File: src/hdl/isr_pkg.sv
package isr_pkg;

  // ****************************************
  // Widths, bit positions, reset values
  // ****************************************
  localparam int REG_W = 16;
  localparam int ZERO_A_BIT = 8;
  localparam int ZERO_B_BIT = 9;
  localparam int SAFETY_BIT = 9;
  localparam int OP_SUM_BIT = 7;
  localparam int ERR_SUM_BIT = 3;
  localparam logic [15:0] OP_USED_MASK = 16'h0300;
  localparam logic [15:0] ERR_USED_MASK = 16'h0200;
  localparam logic [15:0] RISE_RST = 16'hFFFF;
  localparam logic [15:0] FALL_RST = 16'h0000;
  localparam logic [15:0] ENAB_RST = 16'h0000;
  localparam logic [15:0] EVENT_RST = 16'h0000;

  // ****************************************
  // Timing
  // ****************************************
  localparam int CLK_HZ = 25_000_000;
  localparam int DISPLAY_ON_S = 5;
  localparam int DISPLAY_ON_CYC = CLK_HZ * DISPLAY_ON_S;

  // ****************************************
  // Command port
  // ****************************************
  typedef enum logic [1:0] {
    OPC_READ = 2'h0,
    OPC_WRITE = 2'h1,
    OPC_SELFTEST = 2'h2,
    OPC_WAIT = 2'h3
  } isr_opc_e;

  typedef enum logic [2:0] {
    SEL_LIVE = 3'h0,
    SEL_EVENTS = 3'h1,
    SEL_RISE = 3'h2,
    SEL_FALL = 3'h3,
    SEL_MASK = 3'h4
  } isr_sel_e;

  localparam logic NODE_OPERATION = 1'b0;
  localparam logic NODE_ERROR = 1'b1;

  typedef struct packed {
    isr_opc_e opc;
    logic node;
    isr_sel_e sel;
    logic [15:0] data;
  } isr_cmd_s;

  // ****************************************
  // Status node
  // ****************************************
  typedef struct packed {
    logic rise_we;
    logic fall_we;
    logic mask_we;
    logic events_rd;
    logic [15:0] data;
  } isr_node_wr_s;

  typedef struct packed {
    logic [15:0] live;
    logic [15:0] events;
    logic [15:0] rise;
    logic [15:0] fall;
    logic [15:0] mask;
    logic summary;
  } isr_node_view_s;

  typedef struct packed {
    logic [15:0] prev;
    logic [15:0] events;
    logic [15:0] rise;
    logic [15:0] fall;
    logic [15:0] mask;
  } isr_node_s;

  // ****************************************
  // Self-test and sequencer
  // ****************************************
  typedef struct packed {
    logic laser_off;
    logic sweep_stop;
    logic app_menu;
    logic display_all;
  } isr_test_s;

  typedef enum logic [3:0] {
    ST_IDLE = 4'b0001,
    ST_DISP = 4'b0010,
    ST_PC = 4'b0100,
    ST_HOLD = 4'b1000
  } isr_state_e;

  typedef struct packed {
    isr_state_e st;
    logic [2:0] sync1;
    logic [2:0] sync2;
    logic rsp_valid;
    logic [15:0] rsp_data;
    logic [7:0] status_byte;
    isr_test_s test;
    logic pc_start;
    logic [31:0] cnt;
  } isr_top_s;

endpackage

File: src/hdl/isr_node.sv
`timescale 1ns/1ns
module isr_node
  import isr_pkg::*;
#(
  parameter logic [15:0] USED_MASK = 16'hFFFF
) (
  // Clock and reset
  input wire logic ref_clk,
  input wire logic rst,
  input wire logic ce,
  // Live source bits
  input wire logic [15:0] cond,
  // Access and view
  input isr_pkg::isr_node_wr_s wr,
  output isr_pkg::isr_node_view_s view
);
  import isr_pkg::*;

  isr_node_s q;
  isr_node_s d;
  logic [15:0] live;
  logic [15:0] rise_hit;
  logic [15:0] fall_hit;

  // ****************************************
  // Edge filters and event latch
  // ****************************************
  assign live = cond & USED_MASK;
  assign rise_hit = live & ~q.prev & q.rise;
  assign fall_hit = ~live & q.prev & q.fall;

  always_comb begin
    d = q;
    d.prev = live;
    // New events win over the clearing read
    d.events = ((wr.events_rd ? EVENT_RST : q.events) | rise_hit | fall_hit) & USED_MASK;
    if (wr.rise_we) begin
      d.rise = wr.data & USED_MASK;
    end
    if (wr.fall_we) begin
      d.fall = wr.data & USED_MASK;
    end
    if (wr.mask_we) begin
      d.mask = wr.data & USED_MASK;
    end
  end

  always_ff @(posedge ref_clk) begin
    if (rst) begin
      q.prev <= 16'h0000;
      q.events <= EVENT_RST;
      q.rise <= RISE_RST & USED_MASK;
      q.fall <= FALL_RST;
      q.mask <= ENAB_RST;
    end else if (ce) begin
      q <= d;
    end
  end

  always_comb begin
    view.live = live;
    view.events = q.events;
    view.rise = q.rise;
    view.fall = q.fall;
    view.mask = q.mask;
    view.summary = |(q.events & q.mask);
  end
endmodule

File: src/hdl/isr_top.sv
`timescale 1ns/1ns
// How it works
// - Two status nodes: operation for normal activity, error for fault conditions.
// - Each node has live, events, rising filter, falling filter, mask; 16 bits.
// - Live register always shows the current synchronised source bits.
// - Reading the events register returns it and then clears it.
// - Live bit rising with its rising filter bit set latches the event bit.
// - Rising filter comes up with all used bits set after reset.
// - Live bit falling with its falling filter bit set latches the event bit.
// - Falling filter comes up all zeros after reset.
// - Masked operation events drive status byte bit 7.
// - Masked error events drive status byte bit 3.
// - All five registers readable; filters and mask writable.
// - Operation bits 8 and 9 show channel A and B zeroing.
// - Error bit 9 is safety: power monitor switched the laser off.
// - Self-test: laser off, sweep stop, menu, then polarization check.
// - Self-test lights every display pixel for about five seconds.
// - Self-test answer is 0 on pass, 1 on fail.
// - After self-test the settings in force before it come back.
// - Wait command holds off further commands until pending work ends.
module isr_top
  import isr_pkg::*;
#(
  parameter int DISP_CYCLES = DISPLAY_ON_CYC
) (
  // Clock, reset, enable
  input wire logic ref_clk,
  input wire logic rst,
  input wire logic ce,
  // Command from the remote controller
  input wire logic cmd_valid,
  output logic cmd_ready,
  input isr_pkg::isr_cmd_s cmd,
  // Answer to queries
  output logic rsp_valid,
  output logic [15:0] rsp_data,
  // Status byte summary bits
  output logic [7:0] status_byte,
  // Status sources from pins
  input wire logic zeroing_a,
  input wire logic zeroing_b,
  input wire logic laser_tripped,
  // Pending instrument work
  input wire logic ops_pending,
  // Polarization controller check
  output logic pc_check_start,
  input wire logic pc_check_done,
  input wire logic pc_check_fail,
  // Self-test overrides of instrument settings
  output isr_pkg::isr_test_s test_ctl,
  output logic selftest_busy
);
  import isr_pkg::*;

  isr_top_s q;
  isr_top_s d;
  logic accept;
  logic [15:0] op_cond;
  logic [15:0] err_cond;
  isr_node_wr_s op_wr;
  isr_node_wr_s err_wr;
  isr_node_view_s op_view;
  isr_node_view_s err_view;

  // ****************************************
  // Register read selector
  // ****************************************
  function automatic logic [15:0] read_reg(input isr_node_view_s v, input isr_sel_e sel);
    logic [15:0] r;
    r = 16'h0000;
    unique case (sel)
      SEL_LIVE: r = v.live;
      SEL_EVENTS: r = v.events;
      SEL_RISE: r = v.rise;
      SEL_FALL: r = v.fall;
      SEL_MASK: r = v.mask;
      default: r = 16'h0000;
    endcase
    return r;
  endfunction

  function automatic isr_node_wr_s node_access(input logic hit, input isr_cmd_s c);
    isr_node_wr_s w;
    w = '0;
    w.data = c.data;
    w.events_rd = hit && c.opc == OPC_READ && c.sel == SEL_EVENTS;
    w.rise_we = hit && c.opc == OPC_WRITE && c.sel == SEL_RISE;
    w.fall_we = hit && c.opc == OPC_WRITE && c.sel == SEL_FALL;
    w.mask_we = hit && c.opc == OPC_WRITE && c.sel == SEL_MASK;
    return w;
  endfunction

  // ****************************************
  // Status sources
  // ****************************************
  always_comb begin
    op_cond = 16'h0000;
    op_cond[ZERO_A_BIT] = q.sync2[0];
    op_cond[ZERO_B_BIT] = q.sync2[1];
    err_cond = 16'h0000;
    err_cond[SAFETY_BIT] = q.sync2[2];
  end

  // Only idle commands reach the nodes
  assign cmd_ready = ce && (q.st == ST_IDLE);
  assign accept = cmd_valid && cmd_ready;
  assign op_wr = node_access(accept && cmd.node == NODE_OPERATION, cmd);
  assign err_wr = node_access(accept && cmd.node == NODE_ERROR, cmd);

  // ****************************************
  // Status nodes
  // ****************************************
  isr_node #(
    .USED_MASK(OP_USED_MASK)
  ) u_operation_node (
    .ref_clk(ref_clk),
    .rst(rst),
    .ce(ce),
    .cond(op_cond),
    .wr(op_wr),
    .view(op_view)
  );

  isr_node #(
    .USED_MASK(ERR_USED_MASK)
  ) u_error_node (
    .ref_clk(ref_clk),
    .rst(rst),
    .ce(ce),
    .cond(err_cond),
    .wr(err_wr),
    .view(err_view)
  );

  // ****************************************
  // Sequencer
  // ****************************************
  always_comb begin
    d = q;
    d.rsp_valid = 1'b0;
    d.pc_start = 1'b0;
    d.sync1 = {laser_tripped, zeroing_b, zeroing_a};
    d.sync2 = q.sync1;
    d.status_byte = 8'h00;
    d.status_byte[OP_SUM_BIT] = op_view.summary;
    d.status_byte[ERR_SUM_BIT] = err_view.summary;
    unique case (q.st)
      ST_IDLE: begin
        if (accept) begin
          unique case (cmd.opc)
            OPC_READ: begin
              d.rsp_valid = 1'b1;
              d.rsp_data = read_reg(cmd.node ? err_view : op_view, cmd.sel);
            end
            OPC_WRITE: begin
              d.rsp_data = q.rsp_data;
            end
            OPC_SELFTEST: begin
              d.test = '{laser_off: 1'b1, sweep_stop: 1'b1,
                         app_menu: 1'b1, display_all: 1'b1};
              d.cnt = 32'(DISP_CYCLES - 1);
              d.st = ST_DISP;
            end
            OPC_WAIT: begin
              d.st = ST_HOLD;
            end
          endcase
        end
      end
      ST_DISP: begin
        if (q.cnt == 32'h0000_0000) begin
          d.test.display_all = 1'b0;
          d.pc_start = 1'b1;
          d.st = ST_PC;
        end else begin
          d.cnt = q.cnt - 32'h0000_0001;
        end
      end
      ST_PC: begin
        if (pc_check_done) begin
          d.test = '0;
          d.rsp_valid = 1'b1;
          d.rsp_data = {15'h0000, pc_check_fail};
          d.st = ST_IDLE;
        end
      end
      ST_HOLD: begin
        if (!ops_pending) begin
          d.st = ST_IDLE;
        end
      end
    endcase
  end

  always_ff @(posedge ref_clk) begin
    if (rst) begin
      q <= '0;
      q.st <= ST_IDLE;
    end else if (ce) begin
      q <= d;
    end
  end

  // ****************************************
  // Outputs
  // ****************************************
  assign rsp_valid = q.rsp_valid;
  assign rsp_data = q.rsp_data;
  assign status_byte = q.status_byte;
  assign pc_check_start = q.pc_start;
  assign test_ctl = q.test;
  assign selftest_busy = (q.st == ST_DISP) || (q.st == ST_PC);

  logic op_sum_ref;
  logic err_sum_ref;
  assign op_sum_ref = |(op_view.events & op_view.mask);
  assign err_sum_ref = |(err_view.events & err_view.mask);
endmodule

File: config.mk
export PLATFORM = sky130hd
export DESIGN_NAME = isr_top
export DESIGN_NICKNAME = d
export VERILOG_FILES = /design/src/hdl/isr_pkg.sv /design/src/hdl/isr_node.sv /design/src/hdl/isr_top.sv
export SDC_FILE = /design/constraint.sdc
export NUM_CORES = 1
export LEC_CHECK = 0
export CORE_MARGIN = 1.5
export CORE_UTILIZATION = 55
export DETAILED_ROUTE_END_ITERATION = 10
export DONT_BUFFER_PORTS = 1
export PLACE_DENSITY = 0.79
export SKIP_CTS_REPAIR_TIMING = 1
export SLEW_MARGIN = 30
export SYNTH_ARGS = -nofsm -noshare
export SYNTH_HDL_FRONTEND = slang
export SYNTH_SLANG_ARGS = --single-unit
export TNS_END_PERCENT = 20
File: constraint.sdc
create_clock -name ref_clk -period 5.28 [get_ports ref_clk]
set_clock_uncertainty 0.05 [all_clocks]
set_input_delay 0 -clock ref_clk [delete_from_list [all_inputs] [get_ports ref_clk]]
set_output_delay 0 -clock ref_clk [all_outputs]
set_load 0.02 [all_outputs]
---- Word-level counts from Yosys, hierarchy flattened ----
Index checks and enable logic that the tools add are counted.
W data, S select, Z words.
storage, ports and cells
  register bits after elaboration ......... 81
  input bits .............................. 32
  output and inout port bits .............. 32
  logic and storage cells ................. 123
cells by class
  add/sub/neg operators ................... 1
  equal/unequal tests ..................... 19
  multiplexer cells ....................... 26
  bitwise logic cells ..................... 19
  reduce and logical (&&, ||, !) cells .... 36
operators with widths
  operator                 count
  $and A10 B10 Y10         10
  $mux W32                 3
  $pmux W16 S5             1
  $mux W75                 1
  $pmux W32 S2             1
  $not A10 Y10             4
  $or A10 B10 Y10          4
  $mux W17                 2
  $pmux W17 S2             1
  $logic_not A32 Y1        1
  $reduce_or A16 Y1        2
  $sub A32 B1 Y32 const B  1
  $mux W4                  7
  $mux W10                 2
  $logic_and A1 B1 Y1      16
  $mux W16                 1
  $pmux W4 S4              1
  $reduce_and A5 Y1        3
  $reduce_and A2 Y1        6
  $reduce_and A6 Y1        2
  $ne A2 B2 Y1 const B     5
  $pmux W4 S2              1
  $eq A3 B2 Y1 const B     2
  $pmux W3 S2              1
  19 further kinds         23

---- Depth between registers and ports, before layout ----
  depth after elaboration ................. 9
  depth in mapped cells ................... 8
  gate-level depth less buffers ........... 7

---- Hierarchy ----
Synthesis repeated with hierarchy kept, for this count alone.
unflattened totals
  cell total of the unflattened synthesis .. 768
  area, all modules ....................... 6583.8 µm²
modules (own cells, without submodules)
  module                        instances  cells an instance  area an instance (µm²)  sequential area each (µm²)
  isr_top                       1          538                4734.5                  1281.2
  isr_node at u_operation_node  1          128                1018.5                  200.2
  isr_node at u_error_node      1          102                830.8                   100.1

---- Worst setup path before layout ----
Ideal clock, no wire load.
  kind .................................... register -> register
  from .................................... register q[0] (netlist bit)
  to ...................................... register q[24] (netlist bit)
  arrival time ............................ 2.228 ns
  setup slack ............................. 2.928 ns
  stages on the path, launching flop included .. 8
  buffers on the path ..................... 0
  period minus slack after synthesis ...... 2.352 ns
  cell sequence ........................... dfxtp_1 -> inv_1 -> ha_1 -> nor3b_1 -> nand4_1 -> or4_1 -> or4_1 -> a31oi_1
between the ends
  cells in the longest elaborated chain, start to end .. 3
  elaborated cells on any way between the ends .. 6
  classes of those cells .................. add/sub: 1; eq/ne: 1; mux: 2; reduce/logical: 2
ends and longest elaborated chain
  what                                                         RTL line                        source
  start, declared                                              isr_top.sv:55                   isr_top_s q;
  $sub A32 B1 Y32 / $logic_not A32 Y1 (equally long branches)  isr_top.sv:176, isr_top.sv:171
  $mux W32 / $ne A2 B2 Y1 (equally long branches)              n/a
  $pmux W32 S2 / $reduce_and A5 Y1 (equally long branches)     n/a
Several ways; a longest one is shown, not always the timed one. The select of a mux whose other input is x is not followed.
A chain may end at the register's enable or synchronous reset.

---- Final worst setup path ----
  from .................................... register q[14] (netlist bit)
  to ...................................... register q[25] (netlist bit)
Same word-level chain as after synthesis.

==> key figures <==
Status
  – Status: finished, violations left
  – Failing checks: DRC, hold timing

Power and ir drop
  – Sw frac: 33.8%
  – Sequential Power Share: 43.3%
  – Sw Pwr: 0.445 mW
  – Internal: 0.872 mW
  – Pwr dens: 327 mW/mm^2
  – Clock power share: 33.4%
  – Total power: 1.32 mW
  – Peak VDD IR: 0.206 mV
  – Leak: 1.42 nW
  – Combinational Power Share: 23.3%

Floorplanning
  – Cell row count: 29
  – Die height: 85.0 um
  – Initial Utilization: 57.6%
  – Ports: 64
  – Core Area: 0.00642 sq mm
  – DIE AREA: 0.00723 sq mm
  – Die Wd: 85.0 um

Worst setup path
  – Crit-path leading delay family: simple AND/OR/NAND/NOR gates
  – Slowest cell delay on critical path: 0.79 ns
  – Crit path from: q[14]
  – Setup slack, reg-to-reg: 2.01 ns
  – Crit path buffers/inverters: 1
  – Reg2Reg Depth: 6
  – FF-to-FF Start: q[14]
  – Critical Path End: q[25]
  – Critical path peak fanout: 13
  – Worst R2R End: q[25]
  – Critical path depth in cells: 6
  – Crit Path Category: reg -> reg
  – Worst EP required: 5.47 ns
  – Critical Path AT: 3.46 ns
  – CP Cell Sequence: nor4_1 > nand4_1 > or4_4 > a211oi_2 > nor3_2 > dlygate4sd3_1
  – CP Capture Type: register
  – Critical-path top delay cell: or4_4
  – Type of origin of the critical path: register

Yosys
  – Post-synth top area share: 35.7%
  – Synth top area cells: dfxtp_1, mux2i_1, buf_4, a21oi_1, nor2_1
  – Synthesized area per cell: 8.43 sq um
  – Largest family of logic cells by synthesized area: simple AND/OR/NAND/NOR gates
  – Multiplexer area fraction after synthesis: 7.47%
  – Mapped Cells: 439
  – Asr flop ratio synth: 0%
  – EDFF count, synth: 0
  – Compound-Gate Fraction of Synth Area: 18.2%
  – Mapped Area: 0.00370 sq mm
  – Top post-synthesis cells by count: dfxtp_1, nor2_1, buf_4, a21oi_1, nand2_1
  – Synth Register Bits: 66
  – Ys Warns: 0
  – Register area share after synthesis: 35.7%
  – Area leader, netlist: dfxtp_1
  – Synth cell types: 61
  – Post-Synth Simple-Gate Area: 27.5%
  – Post-synthesis xor/xnor area fraction: 0.946%
  – Top-count cell post-synth: dfxtp_1
  – Synth Area in Adders: 0.338%
  – Top FF cell, synth: dfxtp_1

Flow run
  – Max-cap violations: 0

Timing
  – Hold Vio Cnt, Final: 1
  – Min Hold Slack: -0.0123 ns
  – Final-report max-slew violation count: 0
  – Worst-Margin Slew: 1.06 ns
  – RSZ-0062 raised after global routing: false
  – Final Setup Violations: 0
  – Max Clk Rate: 305 MHz
  – Fin crit share: 62.0%
  – Fin Setup TNS: 0 ns
  – Worst slew margin: 28.9%
  – Min cycle time layout: 3.27 ns

Route
  – WL/cell: 17.0 um
  – Via density: 6.49
  – Aggregate routed wire length: 8.89 mm
  – DRC viols: 5
  – DRT Pass-1 Iters: 7
  – Detailed-route via count: 3,389
  – ANT nets after route: 0
  – 1st-iter DRT viols: 301

Place
  – IO buf count: 0
  – GPL Wtd Cong: 0.878
  – Post-DP HPWL: 5.44 mm

Global routing
  – Vias in the first global route: 2,845
  – Remaining Overflow, GRT: 0
  – Pin count of the biggest net entering global routing: 51
  – First-pass GRT wire length: 13.5 mm
  – Total GRT Usage: 23.1%
  – Antenna violations before repair: 0

Layout
  – Ant. Diodes: 0
  – Layout area overhead: 8.89%
  – Layout cells sized above 1: 8.31%
  – Final #Nets: 473

Clock network
  – Maximum clock insertion buffer count: 2
  – CTS Root Cell: clkbuf_8
  – TritonCTS Buffers: 9
  – Clk_lat worst skew: 0.35 ns
  – H-tree levels: 3
  – Clock transition time at the flip-flop clock pins of the worst setup and hold paths: 0.08 ns
  – TritonCTS Sinks: 66
  – CTS tree: done

Worst hold path
  – Tightest Hold Check Type: in -> reg
-- stage by stage --
| step | cell area (sq um) | hold WS (ns) | std cells | util, % | setup slack (ns) |
|---|---|---|---|---|---|
| 2_1_floorplan | 3770 | 0.0779 | 457 | - | 2.93 |
| 3_3_place_gp | 3540 | 0.0239 | 480 | 55.2 | 2.33 |
| 3_5_place_dp | 3540 | 0.0258 | 480 | 55.2 | 2.23 |
| 4_1_cts | 3750 | -0.352 | 496 | 58.4 | 2.16 |
| 5_1_grt | 4030 | 0.00215 | 522 | 62.8 | 1.73 |
| 6_report | 4030 | -0.0123 | 522 | 62.8 | 2.01 |
-- registers in the layout (all words and copies together), names as in the netlist, 2 cells and up --
| register | count |
|---|---|
| status_byte | 2 |
| u_operation_node.q | 2 |
| op_cond | 2 |
| d | 3 |
| rsp_data | 3 |
| test_ctl | 2 |
| u_operation_node.view | 8 |
| u_error_node.view | 4 |
| q | 36 |
-- layout by cell type (no fill, tap or decap), drive strengths merged, types with 7 or more instances in the layout --
cell	synthesis	final
nor2	37	37
mux2i	22	22
nor3	18	18
a31oi	11	11
clkbuf	15	10
o21ai	15	15
or3	13	13
nor4	13	13
nand2	26	26
dlygate4sd3	0	25
conb	1	19
inv	7	7
or4	20	20
o31ai	14	14
a21oi	28	28
dfxtp	66	66
nand3	11	11
nand2b	7	7
-- power groups by stage --
stage	Clock [mW]	Sequential, mW	Combinational [mW]
2_1_floorplan	0	0.556	0.269
3_3_place_gp	0	0.578	0.256
3_5_place_dp	0	0.580	0.264
4_1_cts	0.445	0.569	0.268
5_1_grt	0.473	0.575	0.338
6_report	0.439	0.570	0.307
-- final cells by class --
cell class                 instances  area (sq um)
inverter                           7          26.3
multi-input combinational        328          2100
fill                             528          2390
sequential                        66          1320
clock buffer                      10           138
tap                               77          96.3
clock inverter                     6          66.3
timing repair buffer              28           285
-- kinds of logic (layout without fill, tap and decap cells) --
group	count (synthesis)	count (layout)
adders and majority gates	1	1
DFF	66	66
muxes	25	25
other	1	19
AOI/OAI and AO/OA	100	100
and+or+nand+nor	179	179
buffers and inverters	63	51
xor gates and xnor gates	4	4
-- how the worst min path moves through the flow --
stage,startpoint,to,slack (ns),cells after the start
after floorplan,cmd[8],u_operation_node.view[41],0.08,2
after global placement,rst,q[25],0.02,1
after detailed placement,rst,q[25],0.03,1
after CTS,rst,q[16],-0.35,1
after global routing,pc_check_done,q[69],0.002,3
final,cmd[21],u_error_node.view[58],-0.01,4
-- worst register-to-register path, delay by kind of cell, from the launching register on --
| family | cells | cell delay, ns |
|---|---|---|
| compound gates | 1 | 0.23 |
| buf+inv | 1 | 0.55 |
| flops | 1 | 0.37 |
| simple gates | 4 | 1.96 |
-- layer usage --
metal / global-route usage (%) / routed length [um]
met5: 0 / 0
met4: 7.45 / 161
met3: 5.35 / 494
met2: 37.2 / 4350
met1: 30.8 / 3890
Note: power is estimated with default switching activity, not from simulation.
